--- config.mk ---
export PLATFORM = sky130hd
export DESIGN_NAME = pec_partition_error_capture
export DESIGN_NICKNAME = d
export VERILOG_FILES = /design/src/verilog/pec_pkg.sv /design/src/verilog/pec_partition_error_capture.sv
export SDC_FILE = /design/constraint.sdc
export NUM_CORES = 1
export LEC_CHECK = 0
export BUFFER_PORTS_ARGS = -buffer_cell sky130_fd_sc_hd__buf_2
export CAP_MARGIN = 20
export CORE_MARGIN = 10
export CORE_UTILIZATION = 50
export DETAILED_ROUTE_END_ITERATION = 16
export PLACE_DENSITY_LB_ADDON = 0.05
export RECOVER_POWER = 50
export SKIP_CTS_REPAIR_TIMING = 1
export SKIP_LAST_GASP = 1
export SLEW_MARGIN = 20
export SYNTH_ARGS = -nofsm -noshare
export SYNTH_HDL_FRONTEND = slang
export SYNTH_SLANG_ARGS = --single-unit
--- constraint.sdc ---
create_clock -name pclk -period 2.87 [get_ports pclk]
set_input_delay 0.4305 -clock pclk [delete_from_list [all_inputs] [get_ports pclk]]
set_output_delay 0.4305 -clock pclk [all_outputs]
set_load 0.01 [all_outputs]
--- src/verilog/pec_pkg.sv ---
// Package for the partition error capture block: map, fields, codes, carriers
package pec_pkg;

    // -------------------------------------------------------------------
    // Widths
    // -------------------------------------------------------------------
    localparam int unsigned PID_W = 16;
    localparam int unsigned PMG_W = 8;
    localparam int unsigned RIS_W = 4;
    localparam int unsigned CODE_W = 4;
    localparam int unsigned ADDR_W = 12;

    // -------------------------------------------------------------------
    // Register byte offsets
    // -------------------------------------------------------------------
    localparam logic [ADDR_W-1:0] ECR_OFF = 12'h0F0;
    localparam logic [ADDR_W-1:0] ESR_OFF = 12'h0F8;
    localparam logic [ADDR_W-1:0] ESR_HI_OFF = 12'h0FC;
    localparam logic [ADDR_W-1:0] PSEL_OFF = 12'h100;
    localparam logic [ADDR_W-1:0] CTRL_OFF = 12'h104;
    localparam logic [ADDR_W-1:0] IMAP_OFF = 12'h108;
    localparam logic [ADDR_W-1:0] MSEL_OFF = 12'h200;
    localparam logic [ADDR_W-1:0] MCFG_OFF = 12'h204;
    localparam logic [ADDR_W-1:0] MVAL_OFF = 12'h208;
    localparam logic [ADDR_W-1:0] MCAP_OFF = 12'h20C;

    // -------------------------------------------------------------------
    // Field positions
    // -------------------------------------------------------------------
    localparam int unsigned ESR_OVR_BIT = 31;
    localparam int unsigned ESR_CODE_LSB = 24;
    localparam int unsigned ESR_PMG_LSB = 16;
    localparam int unsigned ECR_EN_BIT = 0;
    localparam int unsigned SEL_INT_BIT = 16;
    localparam int unsigned SEL_RIS_LSB = 24;
    localparam int unsigned MCFG_PMG_LSB = 16;
    localparam int unsigned PPROT_NS_BIT = 1;

    // -------------------------------------------------------------------
    // Error codes, sentinel, response choices, zero word
    // -------------------------------------------------------------------
    localparam logic [CODE_W-1:0] ERR_NONE = 4'h0;
    localparam logic [CODE_W-1:0] ERR_PSEL_RANGE = 4'h1;
    localparam logic [CODE_W-1:0] ERR_REQ_PID = 4'h2;
    localparam logic [CODE_W-1:0] ERR_MCFG_ID = 4'h3;
    localparam logic [CODE_W-1:0] ERR_REQ_PMG = 4'h4;
    localparam logic [CODE_W-1:0] ERR_MON_RANGE = 4'h5;
    localparam logic [CODE_W-1:0] ERR_INTPID = 4'h6;
    localparam logic [CODE_W-1:0] ERR_UNEXP_INT = 4'h7;
    localparam logic [CODE_W-1:0] ERR_PSEL_RIS = 4'h8;
    localparam logic [CODE_W-1:0] ERR_NO_CTRL = 4'h9;
    localparam logic [CODE_W-1:0] ERR_MSEL_RIS = 4'hA;
    localparam logic [CODE_W-1:0] ERR_NO_MON = 4'hB;
    localparam logic [31:0] MON_SENTINEL = 32'hFFFF_FFFE;
    localparam logic [1:0] MON_RESP_SENTINEL = 2'h0;
    localparam logic [1:0] MON_RESP_RAZ = 2'h1;
    localparam logic [1:0] MON_RESP_RECORD = 2'h2;
    localparam logic [31:0] WORD_ZERO = 32'h0000_0000;

    // -------------------------------------------------------------------
    // Carriers
    // -------------------------------------------------------------------
    typedef struct packed {
        logic valid;
        logic ns;
        logic [PID_W-1:0] partition_id;
        logic [PMG_W-1:0] monitor_group;
    } pec_req_t;

    typedef struct packed {
        logic ovr;
        logic [CODE_W-1:0] code;
        logic [PMG_W-1:0] monitor_group;
        logic [PID_W-1:0] pid_mon;
        logic [RIS_W-1:0] resource_instance_select;
    } pec_esr_t;

    typedef struct packed {
        logic hit;
        logic [CODE_W-1:0] code;
        logic [PMG_W-1:0] monitor_group;
        logic [PID_W-1:0] pid_mon;
        logic [RIS_W-1:0] resource_instance_select;
    } pec_err_t;

    typedef struct packed {
        pec_esr_t esr_s;
        pec_esr_t esr_ns;
        logic en_s;
        logic en_ns;
        logic [PID_W-1:0] psel_pid;
        logic psel_int;
        logic [RIS_W-1:0] psel_ris;
        logic [31:0] ctrl;
        logic [PID_W-1:0] imap_id;
        logic imap_int;
        logic [PID_W-1:0] msel_mon;
        logic [RIS_W-1:0] msel_ris;
        logic [PID_W-1:0] mcfg_pid;
        logic [PMG_W-1:0] mcfg_pmg;
        logic [31:0] mval;
        logic [31:0] mcap;
        logic [31:0] prdata;
        logic pready;
        logic pslverr;
        logic irq_s;
        logic irq_ns;
        pec_req_t req_out;
        logic req_excl;
    } pec_state_t;

endpackage

--- src/verilog/pec_partition_error_capture.sv ---
// Partition error capture: APB register slave, request label checks, syndrome capture
`timescale 1ns/1ps

module pec_partition_error_capture #(
    parameter logic [15:0] PARTITION_ID_MAX_S = 16'h003F,
    parameter logic [15:0] PARTITION_ID_MAX_NS = 16'h003F,
    parameter logic [7:0] PMG_MAX_S = 8'h01,
    parameter logic [7:0] PMG_MAX_NS = 8'h01,
    parameter logic [15:0] DEF_PARTITION_ID = 16'h0000,
    parameter logic [7:0] DEF_PMG = 8'h00,
    parameter logic [15:0] INTPID_MAX = 16'h000F,
    parameter logic [15:0] MON_NUM = 16'h0001,
    parameter logic [4:0] RIS_NUM = 5'h02,
    parameter logic [15:0] CTRL_RIS_MASK = 16'h0001,
    parameter logic [15:0] MON_RIS_MASK = 16'h0001,
    parameter logic NARROW_PRESENT = 1'b1,
    parameter logic DET_PSEL_RIS = 1'b1,
    parameter logic DET_NO_CTRL = 1'b1,
    parameter logic DET_MSEL_RIS = 1'b1,
    parameter logic DET_NO_MON_OTHER = 1'b1,
    parameter logic [1:0] MON_ABSENT_RESP = pec_pkg::MON_RESP_RECORD,
    parameter logic EXCL_BAD_PMG = 1'b1
) (
    // Clock and reset
    input wire logic pclk,
    input wire logic presetn,
    // APB slave
    input wire logic psel,
    input wire logic penable,
    input wire logic pwrite,
    input wire logic [pec_pkg::ADDR_W-1:0] paddr,
    input wire logic [2:0] pprot,
    input wire logic [31:0] pwdata,
    input wire logic [3:0] pstrb,
    output logic [31:0] prdata,
    output logic pready,
    output logic pslverr,
    // Labelled requests in and out
    input wire pec_pkg::pec_req_t req_i,
    output pec_pkg::pec_req_t req_o,
    output logic req_mon_excl,
    // Error interrupts
    output logic irq_s,
    output logic irq_ns
);
    import pec_pkg::*;

    // -------------------------------------------------------------------
    // Helpers
    // -------------------------------------------------------------------
    function automatic logic pid_ok(input logic ns, input logic [PID_W-1:0] pid);
        return ns ? (pid <= PARTITION_ID_MAX_NS) : (pid <= PARTITION_ID_MAX_S);
    endfunction

    function automatic logic pmg_ok(input logic ns, input logic [PMG_W-1:0] monitor_group);
        return ns ? (monitor_group <= PMG_MAX_NS) : (monitor_group <= PMG_MAX_S);
    endfunction

    function automatic pec_err_t mk_err(input logic [CODE_W-1:0] code,
                                        input logic [PMG_W-1:0] monitor_group,
                                        input logic [PID_W-1:0] pid_mon,
                                        input logic [RIS_W-1:0] resource_instance_select);
        pec_err_t e;
        e.hit = 1'b1;
        e.code = code;
        e.monitor_group = monitor_group;
        e.pid_mon = pid_mon;
        e.resource_instance_select = resource_instance_select;
        return e;
    endfunction

    function automatic pec_esr_t rec1(input pec_esr_t e, input pec_err_t a);
        pec_esr_t r;
        r = e;
        if (a.hit) begin
            r.ovr = e.ovr | (e.code != ERR_NONE);
            r.code = a.code;
            r.monitor_group = a.monitor_group;
            r.pid_mon = a.pid_mon;
            r.resource_instance_select = a.resource_instance_select;
        end
        return r;
    endfunction

    function automatic logic [31:0] merge(input logic [31:0] old, input logic [31:0] wd,
                                          input logic [3:0] strb);
        logic [31:0] r;
        r = old;
        for (int i = 0; i < 4; i++) begin
            if (strb[i]) begin
                r[i*8 +: 8] = wd[i*8 +: 8];
            end
        end
        return r;
    endfunction

    function automatic logic [31:0] esr_word(input pec_esr_t e);
        return {e.ovr, 3'h0, e.code, e.monitor_group, e.pid_mon};
    endfunction

    // -------------------------------------------------------------------
    // Access decode and checks
    // -------------------------------------------------------------------
    pec_state_t s;
    pec_state_t d;
    logic ns_acc;
    logic blk;
    logic sent;
    logic mapped;
    logic [31:0] rdata;
    pec_err_t aerr;

    assign ns_acc = pprot[PPROT_NS_BIT];

    always_comb begin
        blk = 1'b0;
        sent = 1'b0;
        mapped = 1'b1;
        aerr = '0;
        rdata = WORD_ZERO;
        unique case (paddr)
            ECR_OFF: rdata = {31'h0000_0000, ns_acc ? s.en_ns : s.en_s};
            ESR_OFF: rdata = esr_word(ns_acc ? s.esr_ns : s.esr_s);
            ESR_HI_OFF: rdata = {28'h000_0000, ns_acc ? s.esr_ns.resource_instance_select : s.esr_s.resource_instance_select};
            PSEL_OFF: rdata = {4'h0, s.psel_ris, 7'h00, s.psel_int, s.psel_pid};
            MSEL_OFF: rdata = {4'h0, s.msel_ris, 8'h00, s.msel_mon};
            CTRL_OFF, IMAP_OFF: begin
                mapped = (paddr == CTRL_OFF) || NARROW_PRESENT;
                rdata = (paddr == CTRL_OFF) ? s.ctrl : {15'h0000, s.imap_int, s.imap_id};
                if ({1'b0, s.psel_ris} >= RIS_NUM) begin
                    blk = 1'b1;
                    if (DET_PSEL_RIS) begin
                        aerr = mk_err(ERR_PSEL_RIS, 8'h00, s.psel_pid, s.psel_ris);
                    end
                end else if (pwrite && !pid_ok(ns_acc, s.psel_pid)) begin
                    blk = 1'b1;
                    aerr = mk_err(ERR_PSEL_RANGE, 8'h00, s.psel_pid, s.psel_ris);
                end else if (paddr == CTRL_OFF && !CTRL_RIS_MASK[s.psel_ris]) begin
                    blk = 1'b1;
                    if (DET_NO_CTRL) begin
                        aerr = mk_err(ERR_NO_CTRL, 8'h00, s.psel_pid, s.psel_ris);
                    end
                end else if (NARROW_PRESENT) begin
                    if (paddr == IMAP_OFF && s.psel_int) begin
                        blk = 1'b1;
                        aerr = mk_err(ERR_UNEXP_INT, 8'h00, s.psel_pid, 4'h0);
                    end else if (paddr == IMAP_OFF && pwrite &&
                                 (!pwdata[SEL_INT_BIT] || pwdata[PID_W-1:0] > INTPID_MAX)) begin
                        blk = 1'b1;
                        aerr = mk_err(ERR_INTPID, 8'h00, pwdata[PID_W-1:0], 4'h0);
                    end else if (paddr == CTRL_OFF && !s.psel_int) begin
                        blk = 1'b1;
                        aerr = mk_err(ERR_INTPID, 8'h00, s.psel_pid, 4'h0);
                    end
                end
            end
            MCFG_OFF, MVAL_OFF, MCAP_OFF: begin
                unique case (paddr)
                    MCFG_OFF: rdata = {8'h00, s.mcfg_pmg, s.mcfg_pid};
                    MVAL_OFF: rdata = s.mval;
                    default: rdata = s.mcap;
                endcase
                if ({1'b0, s.msel_ris} >= RIS_NUM) begin
                    blk = 1'b1;
                    if (DET_MSEL_RIS) begin
                        aerr = mk_err(ERR_MSEL_RIS, 8'h00, s.msel_mon, s.msel_ris);
                    end
                end else if (!MON_RIS_MASK[s.msel_ris]) begin
                    blk = 1'b1;
                    if (paddr == MCFG_OFF) begin
                        if (DET_NO_MON_OTHER) begin
                            aerr = mk_err(ERR_NO_MON, 8'h00, s.msel_mon, s.msel_ris);
                        end
                    end else begin
                        sent = (MON_ABSENT_RESP == MON_RESP_SENTINEL);
                        if (MON_ABSENT_RESP == MON_RESP_RECORD) begin
                            aerr = mk_err(ERR_NO_MON, 8'h00, s.msel_mon, s.msel_ris);
                        end
                    end
                end else if (pwrite && s.msel_mon >= MON_NUM) begin
                    blk = 1'b1;
                    aerr = mk_err(ERR_MON_RANGE, 8'h00, s.msel_mon, s.msel_ris);
                end else if (paddr == MCFG_OFF && pwrite &&
                             (!pid_ok(ns_acc, pwdata[PID_W-1:0]) ||
                              !pmg_ok(ns_acc, pwdata[MCFG_PMG_LSB +: PMG_W]))) begin
                    blk = 1'b1;
                    aerr = mk_err(ERR_MCFG_ID, pwdata[MCFG_PMG_LSB +: PMG_W],
                                  pwdata[PID_W-1:0], s.msel_ris);
                end
            end
            default: mapped = 1'b0;
        endcase
        if (blk || !mapped) begin
            rdata = sent ? MON_SENTINEL : WORD_ZERO;
        end
    end

    // -------------------------------------------------------------------
    // Next state
    // -------------------------------------------------------------------
    logic setup;
    logic commit;
    logic wr_ok;
    logic [31:0] wm;
    pec_err_t rerr;
    pec_err_t aerr_s;
    pec_err_t aerr_ns;
    pec_err_t rerr_s;
    pec_err_t rerr_ns;

    always_comb begin
        d = s;
        setup = psel && !penable;
        commit = psel && penable && s.pready;
        wr_ok = commit && pwrite && mapped && !blk;
        d.pready = setup;
        if (setup) begin
            d.prdata = rdata;
            d.pslverr = !mapped;
        end
        // Request path always forwards the request
        d.req_out = req_i;
        d.req_excl = 1'b0;
        rerr = '0;
        if (req_i.valid && !pid_ok(req_i.ns, req_i.partition_id)) begin
            d.req_out.partition_id = DEF_PARTITION_ID;
            d.req_out.monitor_group = DEF_PMG;
            rerr = mk_err(ERR_REQ_PID, req_i.monitor_group, req_i.partition_id, 4'h0);
        end else if (req_i.valid && !pmg_ok(req_i.ns, req_i.monitor_group)) begin
            d.req_out.monitor_group = DEF_PMG;
            d.req_excl = EXCL_BAD_PMG;
            rerr = mk_err(ERR_REQ_PMG, req_i.monitor_group, req_i.partition_id, 4'h0);
        end
        // Monitor counts forwarded requests matching its filter, except those flagged by req_excl
        if (s.req_out.valid && !s.req_excl && s.req_out.partition_id == s.mcfg_pid &&
            s.req_out.monitor_group == s.mcfg_pmg) begin
            d.mval = s.mval + 32'h0000_0001;
        end
        wm = WORD_ZERO;
        if (wr_ok) begin
            unique case (paddr)
                ECR_OFF: begin
                    wm = merge({31'h0000_0000, ns_acc ? s.en_ns : s.en_s}, pwdata, pstrb);
                    if (ns_acc) d.en_ns = wm[ECR_EN_BIT];
                    else d.en_s = wm[ECR_EN_BIT];
                end
                ESR_OFF: begin
                    wm = merge(esr_word(ns_acc ? s.esr_ns : s.esr_s), pwdata, pstrb);
                    if (ns_acc) begin
                        d.esr_ns.ovr = wm[ESR_OVR_BIT];
                        d.esr_ns.code = wm[ESR_CODE_LSB +: CODE_W];
                        d.esr_ns.monitor_group = wm[ESR_PMG_LSB +: PMG_W];
                        d.esr_ns.pid_mon = wm[PID_W-1:0];
                    end else begin
                        d.esr_s.ovr = wm[ESR_OVR_BIT];
                        d.esr_s.code = wm[ESR_CODE_LSB +: CODE_W];
                        d.esr_s.monitor_group = wm[ESR_PMG_LSB +: PMG_W];
                        d.esr_s.pid_mon = wm[PID_W-1:0];
                    end
                end
                ESR_HI_OFF: begin
                    wm = merge({28'h000_0000, ns_acc ? s.esr_ns.resource_instance_select : s.esr_s.resource_instance_select},
                               pwdata, pstrb);
                    if (ns_acc) d.esr_ns.resource_instance_select = wm[RIS_W-1:0];
                    else d.esr_s.resource_instance_select = wm[RIS_W-1:0];
                end
                PSEL_OFF: begin
                    wm = merge({4'h0, s.psel_ris, 7'h00, s.psel_int, s.psel_pid}, pwdata, pstrb);
                    d.psel_pid = wm[PID_W-1:0];
                    d.psel_int = wm[SEL_INT_BIT];
                    d.psel_ris = wm[SEL_RIS_LSB +: RIS_W];
                end
                CTRL_OFF: d.ctrl = merge(s.ctrl, pwdata, pstrb);
                IMAP_OFF: begin
                    wm = merge({15'h0000, s.imap_int, s.imap_id}, pwdata, pstrb);
                    d.imap_id = wm[PID_W-1:0];
                    d.imap_int = wm[SEL_INT_BIT];
                end
                MSEL_OFF: begin
                    wm = merge({4'h0, s.msel_ris, 8'h00, s.msel_mon}, pwdata, pstrb);
                    d.msel_mon = wm[PID_W-1:0];
                    d.msel_ris = wm[SEL_RIS_LSB +: RIS_W];
                end
                MCFG_OFF: begin
                    wm = merge({8'h00, s.mcfg_pmg, s.mcfg_pid}, pwdata, pstrb);
                    d.mcfg_pid = wm[PID_W-1:0];
                    d.mcfg_pmg = wm[MCFG_PMG_LSB +: PMG_W];
                end
                MVAL_OFF: d.mval = merge(s.mval, pwdata, pstrb);
                default: d.mcap = s.mval;
            endcase
        end
        // Route errors per space; hardware record wins over a software write
        aerr_s = (commit && !ns_acc) ? aerr : '0;
        aerr_ns = (commit && ns_acc) ? aerr : '0;
        rerr_s = req_i.ns ? '0 : rerr;
        rerr_ns = req_i.ns ? rerr : '0;
        d.esr_s = rec1(rec1(d.esr_s, rerr_s), aerr_s);
        d.esr_ns = rec1(rec1(d.esr_ns, rerr_ns), aerr_ns);
        d.irq_s = d.en_s && (d.esr_s.code != ERR_NONE);
        d.irq_ns = d.en_ns && (d.esr_ns.code != ERR_NONE);
    end

    always_ff @(posedge pclk or negedge presetn) begin
        if (!presetn) begin
            s <= '0;
        end else begin
            s <= d;
        end
    end

    assign prdata = s.prdata;
    assign pready = s.pready;
    assign pslverr = s.pslverr;
    assign req_o = s.req_out;
    assign req_mon_excl = s.req_excl;
    assign irq_s = s.irq_s;
    assign irq_ns = s.irq_ns;
endmodule

After elaboration in Yosys (flattened, before gate mapping):

Memory sizes are Yosys's and may differ from the RTL's.
Index checks and enable logic that the tools add are counted.

* register bits: 309
* latch bits: 0
* memory bits (writable): 0
* ROM bits: 32
* bits of input ports: 82
* logic and storage cells: 252
* memories kept: 2

Memories
* (name not given): words 16, bits a word 1, rd ports 1, clocked after Yosys merged registers in 0, wr ports 0, RTL line pec_partition_error_capture.sv:168 `end else if (!MON_RIS_MASK[s.msel_ris]) begin`
* (name not given): words 16, bits a word 1, rd ports 1, clocked after Yosys merged registers in 0, wr ports 0, RTL line pec_partition_error_capture.sv:138 `end else if (paddr == CTRL_OFF && !CTRL_RIS_MASK[s.psel_ris]) begin`

* add/subtract/negate cells: 1
* $mul: 0
* divide/modulo/power cells: 0
* magnitude comparators: 11
* equal/unequal tests: 17
* shift-type cells: 0
* muxes and demuxes: 93
* bitwise gates (word level): 5
* reductions and logical operators: 79

Operator list (number)
* 33-bit two-way mux: 21
* 246-bit two-way mux: 1
* 32-bit case mux with 7 select lines: 1
* 32-bit two-way mux: 6
* 8-bit two-way mux: 22
* 29-bit two-way mux: 4
* 33-bit case mux with 2 select lines: 1
* 32-bit case mux with 2 select lines: 1
* 3-bit AND reduction: 21
* 12-bit by 10-bit equality test with 1-bit output, second input constant: 4
* 16-bit by 6-bit less-or-equal comparator with 1-bit output, second input constant: 3
* 12-bit by 8-bit equality test with 1-bit output, second input constant: 3
* 12-bit by 9-bit equality test with 1-bit output, second input constant: 3
* 32-bit by 1-bit adder with 32-bit output, second input constant: 1
* 4-bit two-way mux: 8
* 1-bit logical AND: 24
* 24-bit two-way mux: 1
* 4-bit nonzero test: 6
* 21-bit two-way mux: 1
* 3-bit nonzero test: 7
* 1-bit two-way mux: 20
* 20-bit two-way mux: 1
* 17-bit two-way mux: 1
* 16-bit equality test: 1
* other kinds (21): 44

Logic depth before layout (Yosys ltp):

Gate-level depths: netlist (run 1).

* depth in word-level cells: 20
* mapped depth: 12
* mapped depth without buffers: 7

Least setup slack after synthesis (run 1):

No wires, ideal clock.

* path kind: input port to flip-flop
* from: input paddr[9] (netlist bit)
* to: register s[188] (netlist bit)
* library setup time: 0.125 ns
* arrival: 2.897 ns
* slack: -0.152 ns
* stages: 10
* buffers on the path: 3
* cell sequence: or4b_2 -> or2_2 -> a22oi_1 -> or3_1 -> and4_4 -> buf_6 -> buf_6 -> and3_1 -> buf_6 -> mux2_4

* cells in the longest elaborated chain, start to end: 12
* elaborated cells between the ends (all ways): 36

Ends and longest elaborated chain
* start: declaration: RTL line pec_partition_error_capture.sv:31 `input wire logic [pec_pkg::ADDR_W-1:0] paddr,`
* 12-bit by 9-bit equality test with 1-bit output, on equally long branches
* 1-bit logical AND, on equally long branches: RTL line pec_partition_error_capture.sv:151, pec_partition_error_capture.sv:147
* 1-bit two-way mux / 1-bit logical AND (equally long branches): RTL line pec_partition_error_capture.sv:151, pec_partition_error_capture.sv:147
* 1-bit two-way mux: RTL line pec_partition_error_capture.sv:147 `end else if (paddr == IMAP_OFF && pwrite &&`
* 1-bit two-way mux: RTL line pec_partition_error_capture.sv:144 `if (paddr == IMAP_OFF && s.psel_int) begin`
* 1-bit two-way mux: RTL line pec_partition_error_capture.sv:138
* 1-bit two-way mux: RTL line pec_partition_error_capture.sv:135 `end else if (pwrite && !pid_ok(ns_acc, s.psel_pid)) begin`
* 1-bit two-way mux: RTL line pec_partition_error_capture.sv:130 `if ({1'b0, s.psel_ris} >= RIS_NUM) begin`
* 1-bit case mux with 2 select lines: RTL line pec_partition_error_capture.sv:121 `unique case (paddr)`
* 1-bit logical NOT: RTL line pec_partition_error_capture.sv:215 `wr_ok = commit && pwrite && mapped && !blk;`
* 1-bit logical AND: RTL line pec_partition_error_capture.sv:215
* 3-bit AND reduction (no source line) (*)
* end signal: assignment: RTL line pec_partition_error_capture.sv:306 `s <= '0;`
* end signal: assignment: RTL line pec_partition_error_capture.sv:308 `s <= d;`
* end: declaration: RTL line pec_partition_error_capture.sv:104 `pec_state_t s;`

Every way passes the cells marked *; elsewhere a longest branch is shown, timed or not.
A chain may end at the register's enable or synchronous reset.

Final worst setup path (run 1):

* from: register s[236] (netlist bit)
* to: register s[209] (netlist bit)

* cells in the longest elaborated chain, start to end: 9

Ends and longest elaborated chain
* 16-bit by 6-bit less-or-equal comparator with 1-bit output: RTL line pec_partition_error_capture.sv:52 `return ns ? (pid <= PARTITION_ID_MAX_NS) : (pid <= PARTITION_ID_MAX_S);`
* 1-bit logical NOT: RTL line pec_partition_error_capture.sv:135
* 1-bit logical AND: RTL line pec_partition_error_capture.sv:135
* 1-bit two-way mux: RTL line pec_partition_error_capture.sv:135
* 1-bit two-way mux: RTL line pec_partition_error_capture.sv:130
* 1-bit case mux with 2 select lines: RTL line pec_partition_error_capture.sv:121
* 1-bit logical NOT: RTL line pec_partition_error_capture.sv:215
* 1-bit logical AND: RTL line pec_partition_error_capture.sv:215
* 3-bit AND reduction (no source line)

Every way passes these cells.

==> results_dict.tcl, run 1 <==
set metrics [dict create \
    outcome "finished with violations" \
    violations "max-capacitance violations, max-slew violations, negative setup slack" \
    crit_chain "or4_4, o41ai_4, buf_4, o211a_4, a31o_4, and4_4, buf_12, and3_4, mux2_4" \
    drt_first_pass_iters 6 \
    die_height_um 206 \
    worstPathMaxFanout 8 \
    global_route.usage.met1_pct 39.7 \
    busiest_layer "met2" \
    layout.cells.most_common_list "309 x dfrtp_1, 194 x buf_4, 139 x buf_2, 124 x nand2_1, 83 x o211ai_1" \
    clock_tree.htree_level_count 2 \
    grt_antenna_before_repair 0 \
    layout_worst_path_cycle_share_pct 106 \
    fmax_mhz 328 \
    totalWireLength_um 61300 \
    min_path_cells 1 \
    critical_path_arrival_ns 3.45 \
    final_instance_area_mm2 0.0213 \
    dr_total_vias 15100 \
    async_reset_ff_share_pct 100 \
    layout.filler_cells 2806 \
    post_route_worst_setup_slack_ns -0.175 \
    synthCells 1666 \
    design.portCount 145 \
    clockBufferDepth 3 \
    critPathCaptureType "flip-flop" \
    cts_sinks 309 \
    hpwl_reported_at_the_end_of_detailed_placement_um 44300 \
    worstPathBufferInverterCount 2 \
    grt_use_total_pct 28.4 \
    final_hold_violations 0 \
    drtAntennaViolNets 0 \
    synth_ff_type "dfrtp_1" \
    insertedDiodeCount 0 \
    synth-edff-count 0 \
    worst_slew_pin_slew_ns 1.61 \
    ys.warnings.count 0 \
    report.final.slew_viol_count 83 \
    setup_viol_count_final 129 \
    syn_to_final_growth_pct 23.5 \
    overflow 0 \
    clk_latency_ns 0.54 \
    timing.max_cap.violations 2 \
    grt_met3_usage_pct 4.58 \
    hp-class "primary input to flip-flop" \
    netlist_area_mm2 0.0173 \
    finalCriticalPeriod_ns 3.05 \
    leakagePower_nw 9.82 \
    post_synth_num_cell_types 80 \
    post_route_cells_drive_above_1_share_pct 33.2 \
    met2_usage_pct 44.8 \
    core_region_area_mm2 0.0338 \
    vdd.ir_drop.worst_mv 0.550 \
    final_common_cell "dfrtp_1" \
    numPortBuffers 142 \
    placedInstanceArea_mm2 0.0197 \
    gp_routability_congestion 0.944 \
    rsz_0062_raised_after_global_routing "true" \
    number_of_buffers_created_by_cts 37 \
    p_per_area_mw_per_mm2 479 \
    timing.critical_path.required_ns 3.27 \
    cts_tree "built" \
    die_w_um 206 \
    placementRows 67 \
    cts_root_buf "clkbuf_16" \
    cp.depth 9 \
    worstSetupPathType "flip-flop to flip-flop" \
    avg_vias_per_cell 6.33 \
    cpMaxStageDelayCell "or4_4" \
    first_global_vias 15000 \
    yosys_register_bits 309 \
    final_net_count 1988 \
    worst_r2r_path_depth 9 \
    die_area_mm2 0.0423 \
    postSynthNetCount 1749 \
    cp_top_family "simple AND/OR/NAND/NOR gates" \
    detail_route.iter0.violations 1619 \
    timing.critical_path.from_type "flip-flop" \
    cts.reportedPaths.clkPinSlew_ns 0.06 \
    timing.clock.skew_ns 0.0311 \
    detail_route.drc_violations 0 \
    wl_per_cell_um 25.8 \
    synthesis.area_per_instance_um2 10.4 \
    cpPeakStageDelay_ns 0.54 \
    floorplan.initialDensity_pct 51.1 \
    worst-r2r-setup-slack_ns -0.18 \
    power.total_mw 10.2 \
    timing.slew.headroom_pct -7.53 \
    grt_pass1_wl_um 92900 \
    synth_seq_area_share_pct 44.8 \
    grt_max_degree 70 \
]
==> cell usage after synthesis, drive strengths merged (8+ instances only) <==
master	instances	area (um2)
mux2i	80	801
a211oi	15	113
mux2	134	1720
o22a	16	140
a221oi	10	87.6
a222oi	22	220
nor3	32	165
nor2b	55	344
xnor2	26	228
o221ai	8	70.1
a22oi	43	323
a22o	44	385
inv	28	105
o211ai	83	623
clkbuf	92	345
nor4	25	196
nand4	22	144
nand2	124	465
a2bb2oi	9	78.8
buf	91	648
and3	29	181
o21ai	81	405
dfrtp	309	7730
nand3	57	290
and2	12	75.1
a21oi	50	250
nor2	67	251
==> final timing paths <==
path | start | end
setup / recovery | s[236]$_DFFE_PN0P_ | s[209]$_DFFE_PN0P_
hold / removal | req_i[24] | req_o[24]$_DFF_PN0_
setup reg to reg | s[236]$_DFFE_PN0P_ | s[209]$_DFFE_PN0P_
hold reg to reg | prdata[30]$_DFFE_PN0P_ | prdata[30]$_DFFE_PN0P_
max in group asynchronous | presetn | s[250]$_DFFE_PN0P_
min in group asynchronous | presetn | s[168]$_DFFE_PN0P_
==> logic make-up after synthesis <==
group,after synthesis,share of synthesized area (%)
buf+inv,212,6.39
compound gates,441,18.8
flops,309,44.8
mux,214,14.6
simple gates,463,14.0
fa+ha+maj,1,0.0725
xor+xnor,26,1.32
==> per-layer routing <==
layer	routed length (um)	vias to the layer above	share of wire, %
met3	5140	89	8.4
met2	28100	726	46
met5	0	-	0
li1	-	6687	-
met4	1710	0	2.8
met1	26300	7550	43
==> power breakdown <==
part / total (mW) / switching [mW] / internal [mW]
logic: 0.837 / 0.507 / 0.330
clock network: 4.80 / 1.92 / 2.88
registers: 4.56 / 0.0815 / 4.48
total: 10.2 / 2.51 / 7.70
==> worst reg2reg max path: cells and delay by family (launching register included) <==
kind,cells,cell delay [ns]
buf+inv,2,0.36
flops,1,0.40
compound gates,3,0.67
mux,1,0.33
simple gates,3,1.16
==> stage by stage <==
step | setup slack [ns] | cells | utilization [%] | setup TNS (ns) | hold WS, ns
2_1_floorplan | -0.0305 | 1666 | - | -1.55 | 0.135
3_3_place_gp | -0.280 | 2302 | 58.2 | -32.30 | 0.409
3_5_place_dp | -0.271 | 2302 | 58.2 | -32.32 | 0.411
4_1_cts | -0.317 | 2365 | 61.8 | -29.73 | -0.140
5_1_grt | -0.235 | 2377 | 63.1 | -28.81 | 0.123
6_report | -0.175 | 2377 | 63.1 | -15.07 | 0.126
==> area by class of cell <==
cell class	instances	area, um2	area share [%]
Multi-Input combinational cell	1145	8780	41.2
Timing Repair Buffer	383	2910	13.6
Clock buffer	53	1080	5.05
Inverter	29	109	0.511
Clock inverter	10	150	0.704
Tap cell	448	561	2.63
Sequential cell	309	7730	36.3
==> sequential cells by signal (all words and copies together) (netlist names) <==
name / flops
irq_ns: 1
irq_s: 1
prdata: 32
pready: 1
pslverr: 1
req_mon_excl: 1
req_o: 26
s: 246
Power figures use the tool's default switching activity.
==> run 2: changes to the inputs <==
--- a/config.mk
+++ b/config.mk
@@ -12,6 +12,7 @@
 export DETAILED_ROUTE_END_ITERATION = 16
 export PLACE_DENSITY_LB_ADDON = 0.05
 export RECOVER_POWER = 50
+export REMOVE_ABC_BUFFERS = 1
 export SKIP_CTS_REPAIR_TIMING = 1
 export SKIP_LAST_GASP = 1
 export SLEW_MARGIN = 20
==> run 2 against run 1 <==
Effect of this change: the flow still finishes with violations (max-capacitance violations, max-slew violations, negative setup slack); clock skew shrank 0.0058 ns; clock power shrank 2%; global-route usage grew 0.80 points; die area is the same; non-clock buffer count grew 23; core utilization grew 0.37 points; flip-flop and latch count is the same; register-to-register slack gained 0.16 ns; first-iteration DRC count shrank 5.4%; critical path depth grew 1; worst hold slack gained 0.0038 ns; critical endpoint is now s[192]$_DFFE_PN0P_.
==> results_dict.tcl, run 2 (same netlist as run 1, synthesis figures left out) <==
set metrics [dict create \
    wl_per_cell_um 26.5 \
    final_hold_violations 0 \
    timing.clock.skew_ns 0.0253 \
    placementRows 67 \
    timing.slew.headroom_pct -46.7 \
    cts.reportedPaths.clkPinSlew_ns 0.06 \
    hpwl_reported_at_the_end_of_detailed_placement_um 45600 \
    final_common_cell "dfrtp_1" \
    timing.rr.start "s[240]$_DFFE_PN0P_" \
    dr_total_vias 15300 \
    drt_first_pass_iters 5 \
    die_area_mm2 0.0423 \
    post_route_cells_drive_above_1_share_pct 33.1 \
    clockBufferDepth 3 \
    final_net_count 2013 \
    hp-class "primary input to flip-flop" \
    p_per_area_mw_per_mm2 472 \
    cp_top_family "simple AND/OR/NAND/NOR gates" \
    timing.critical_path.required_ns 3.30 \
    leakagePower_nw 9.96 \
    syn_to_final_growth_pct 24.3 \
    timing.critical_path.from_type "flip-flop" \
    critical_path.reg2reg.endpoint "s[192]$_DFFE_PN0P_" \
    gp_routability_congestion 0.968 \
    grt_use_total_pct 29.2 \
    grt_pass1_wl_um 94300 \
    timing.max_cap.violations 2 \
    layout.cells.most_common_list "309 x dfrtp_1, 213 x buf_4, 140 x buf_2, 124 x nand2_1, 83 x o211ai_1" \
    vdd.ir_drop.worst_mv 0.475 \
    post_route_worst_setup_slack_ns -0.0126 \
    placedInstanceArea_mm2 0.0198 \
    floorplan.initialDensity_pct 51.1 \
    critical_path.most_common_cell "buf_4" \
    clock_tree.htree_level_count 2 \
    drtAntennaViolNets 0 \
    cpMaxStageDelayCell "or4_4" \
    clk_latency_ns 0.54 \
    worstHoldStart "req_i[24]" \
    worstSetupPathType "flip-flop to flip-flop" \
    setup_viol_count_final 17 \
    worst-r2r-setup-slack_ns -0.01 \
    cpPeakStageDelay_ns 0.55 \
    worstPathBufferInverterCount 3 \
    place_worst_setup_slack_ns -0.398 \
    critPathCaptureType "flip-flop" \
    fmax_mhz 347 \
    overflow 0 \
    cts_root_buf "clkbuf_16" \
    detail_route.drc_violations 0 \
    core_region_area_mm2 0.0338 \
    power.total_mw 10.1 \
    worstPathMaxFanout 4 \
    grt_antenna_before_repair 1 \
    die_height_um 206 \
    min_delay_worst_endpoint "req_o[24]$_DFF_PN0_" \
    die_w_um 206 \
    grt_max_degree 82 \
    finalCriticalPeriod_ns 2.88 \
    critical_path_arrival_ns 3.31 \
    worst_slew_pin_slew_ns 2.20 \
    report.final.slew_viol_count 102 \
    avg_vias_per_cell 6.35 \
    largest_register_ffs 246 \
    cts_sinks 309 \
    outcome "finished with violations" \
    top_register "s" \
    numPortBuffers 142 \
    first_global_vias 15200 \
    number_of_buffers_created_by_cts 38 \
    design.portCount 145 \
    worst_r2r_path_depth 10 \
    final_core_utilization_pct 63.5 \
    layout_worst_path_cycle_share_pct 100 \
    min_path_cells 1 \
    detail_route.iter0.violations 1531 \
    hold_ws_ns 0.130 \
    final_instance_area_mm2 0.0214 \
    cts_tree "built" \
    violations "max-capacitance violations, max-slew violations, negative setup slack" \
    rsz_0062_raised_after_global_routing "true" \
    crit_chain "or4_4, o41ai_4, buf_4, o211a_4, a31o_4, and4_4, buf_12, and3_4, buf_4, mux2_4" \
    totalWireLength_um 63700 \
]
run 2: final cells by class:
cell class	instances	area, um2
fillers	2842	12300
diodes	1	2.50
repair buffers	406	3150
multi-input cells	1146	8690
flip-flops and latches	309	7730
inverters	29	109
clock buffers	54	1080
well taps	448	561
clock inverters	9	113
run 2: power breakdown:
| group | internal, mW | total (mW) | switching [mW] |
|---|---|---|---|
| Clock | 2.79 | 4.70 | 1.91 |
| Sequential | 4.48 | 4.56 | 0.0803 |
| Combinational | 0.328 | 0.847 | 0.519 |
| Total | 7.60 | 10.1 | 2.51 |
run 2: per-layer routing:
metal,wire length (um),track usage (%),up-vias
li1,-,-,6738
met1,27500,40.0,7744
met2,29300,46.1,675
met3,5080,5.21,104
met4,1740,9.12,0
met5,0,0,-
run 2: worst max-delay path by stage:
stage	startpoint	end	slack, ns	cells past startpoint
after floorplan	paddr[2]	s[63]$_DFFE_PN0P_	-0.81	5
after global placement	paddr[3]	s[308]$_DFF_PN0_	-0.42	10
after detailed placement	paddr[3]	s[308]$_DFF_PN0_	-0.40	10
after CTS	s[160]$_DFFE_PN0P_	s[284]$_DFFE_PN0P_	-0.25	9
after global routing	s[240]$_DFFE_PN0P_	s[194]$_DFFE_PN0P_	-0.04	10
final	s[240]$_DFFE_PN0P_	s[192]$_DFFE_PN0P_	-0.01	10
run 2: metrics by stage:
stage / cells / TNS [ns]
after floorplan: 1483 / -115.21
after global routing: 2402 / -0.689
after detailed placement: 2325 / -54.51
after global placement: 2325 / -48.57
final: 2402 / -0.0966
after CTS: 2388 / -20.71
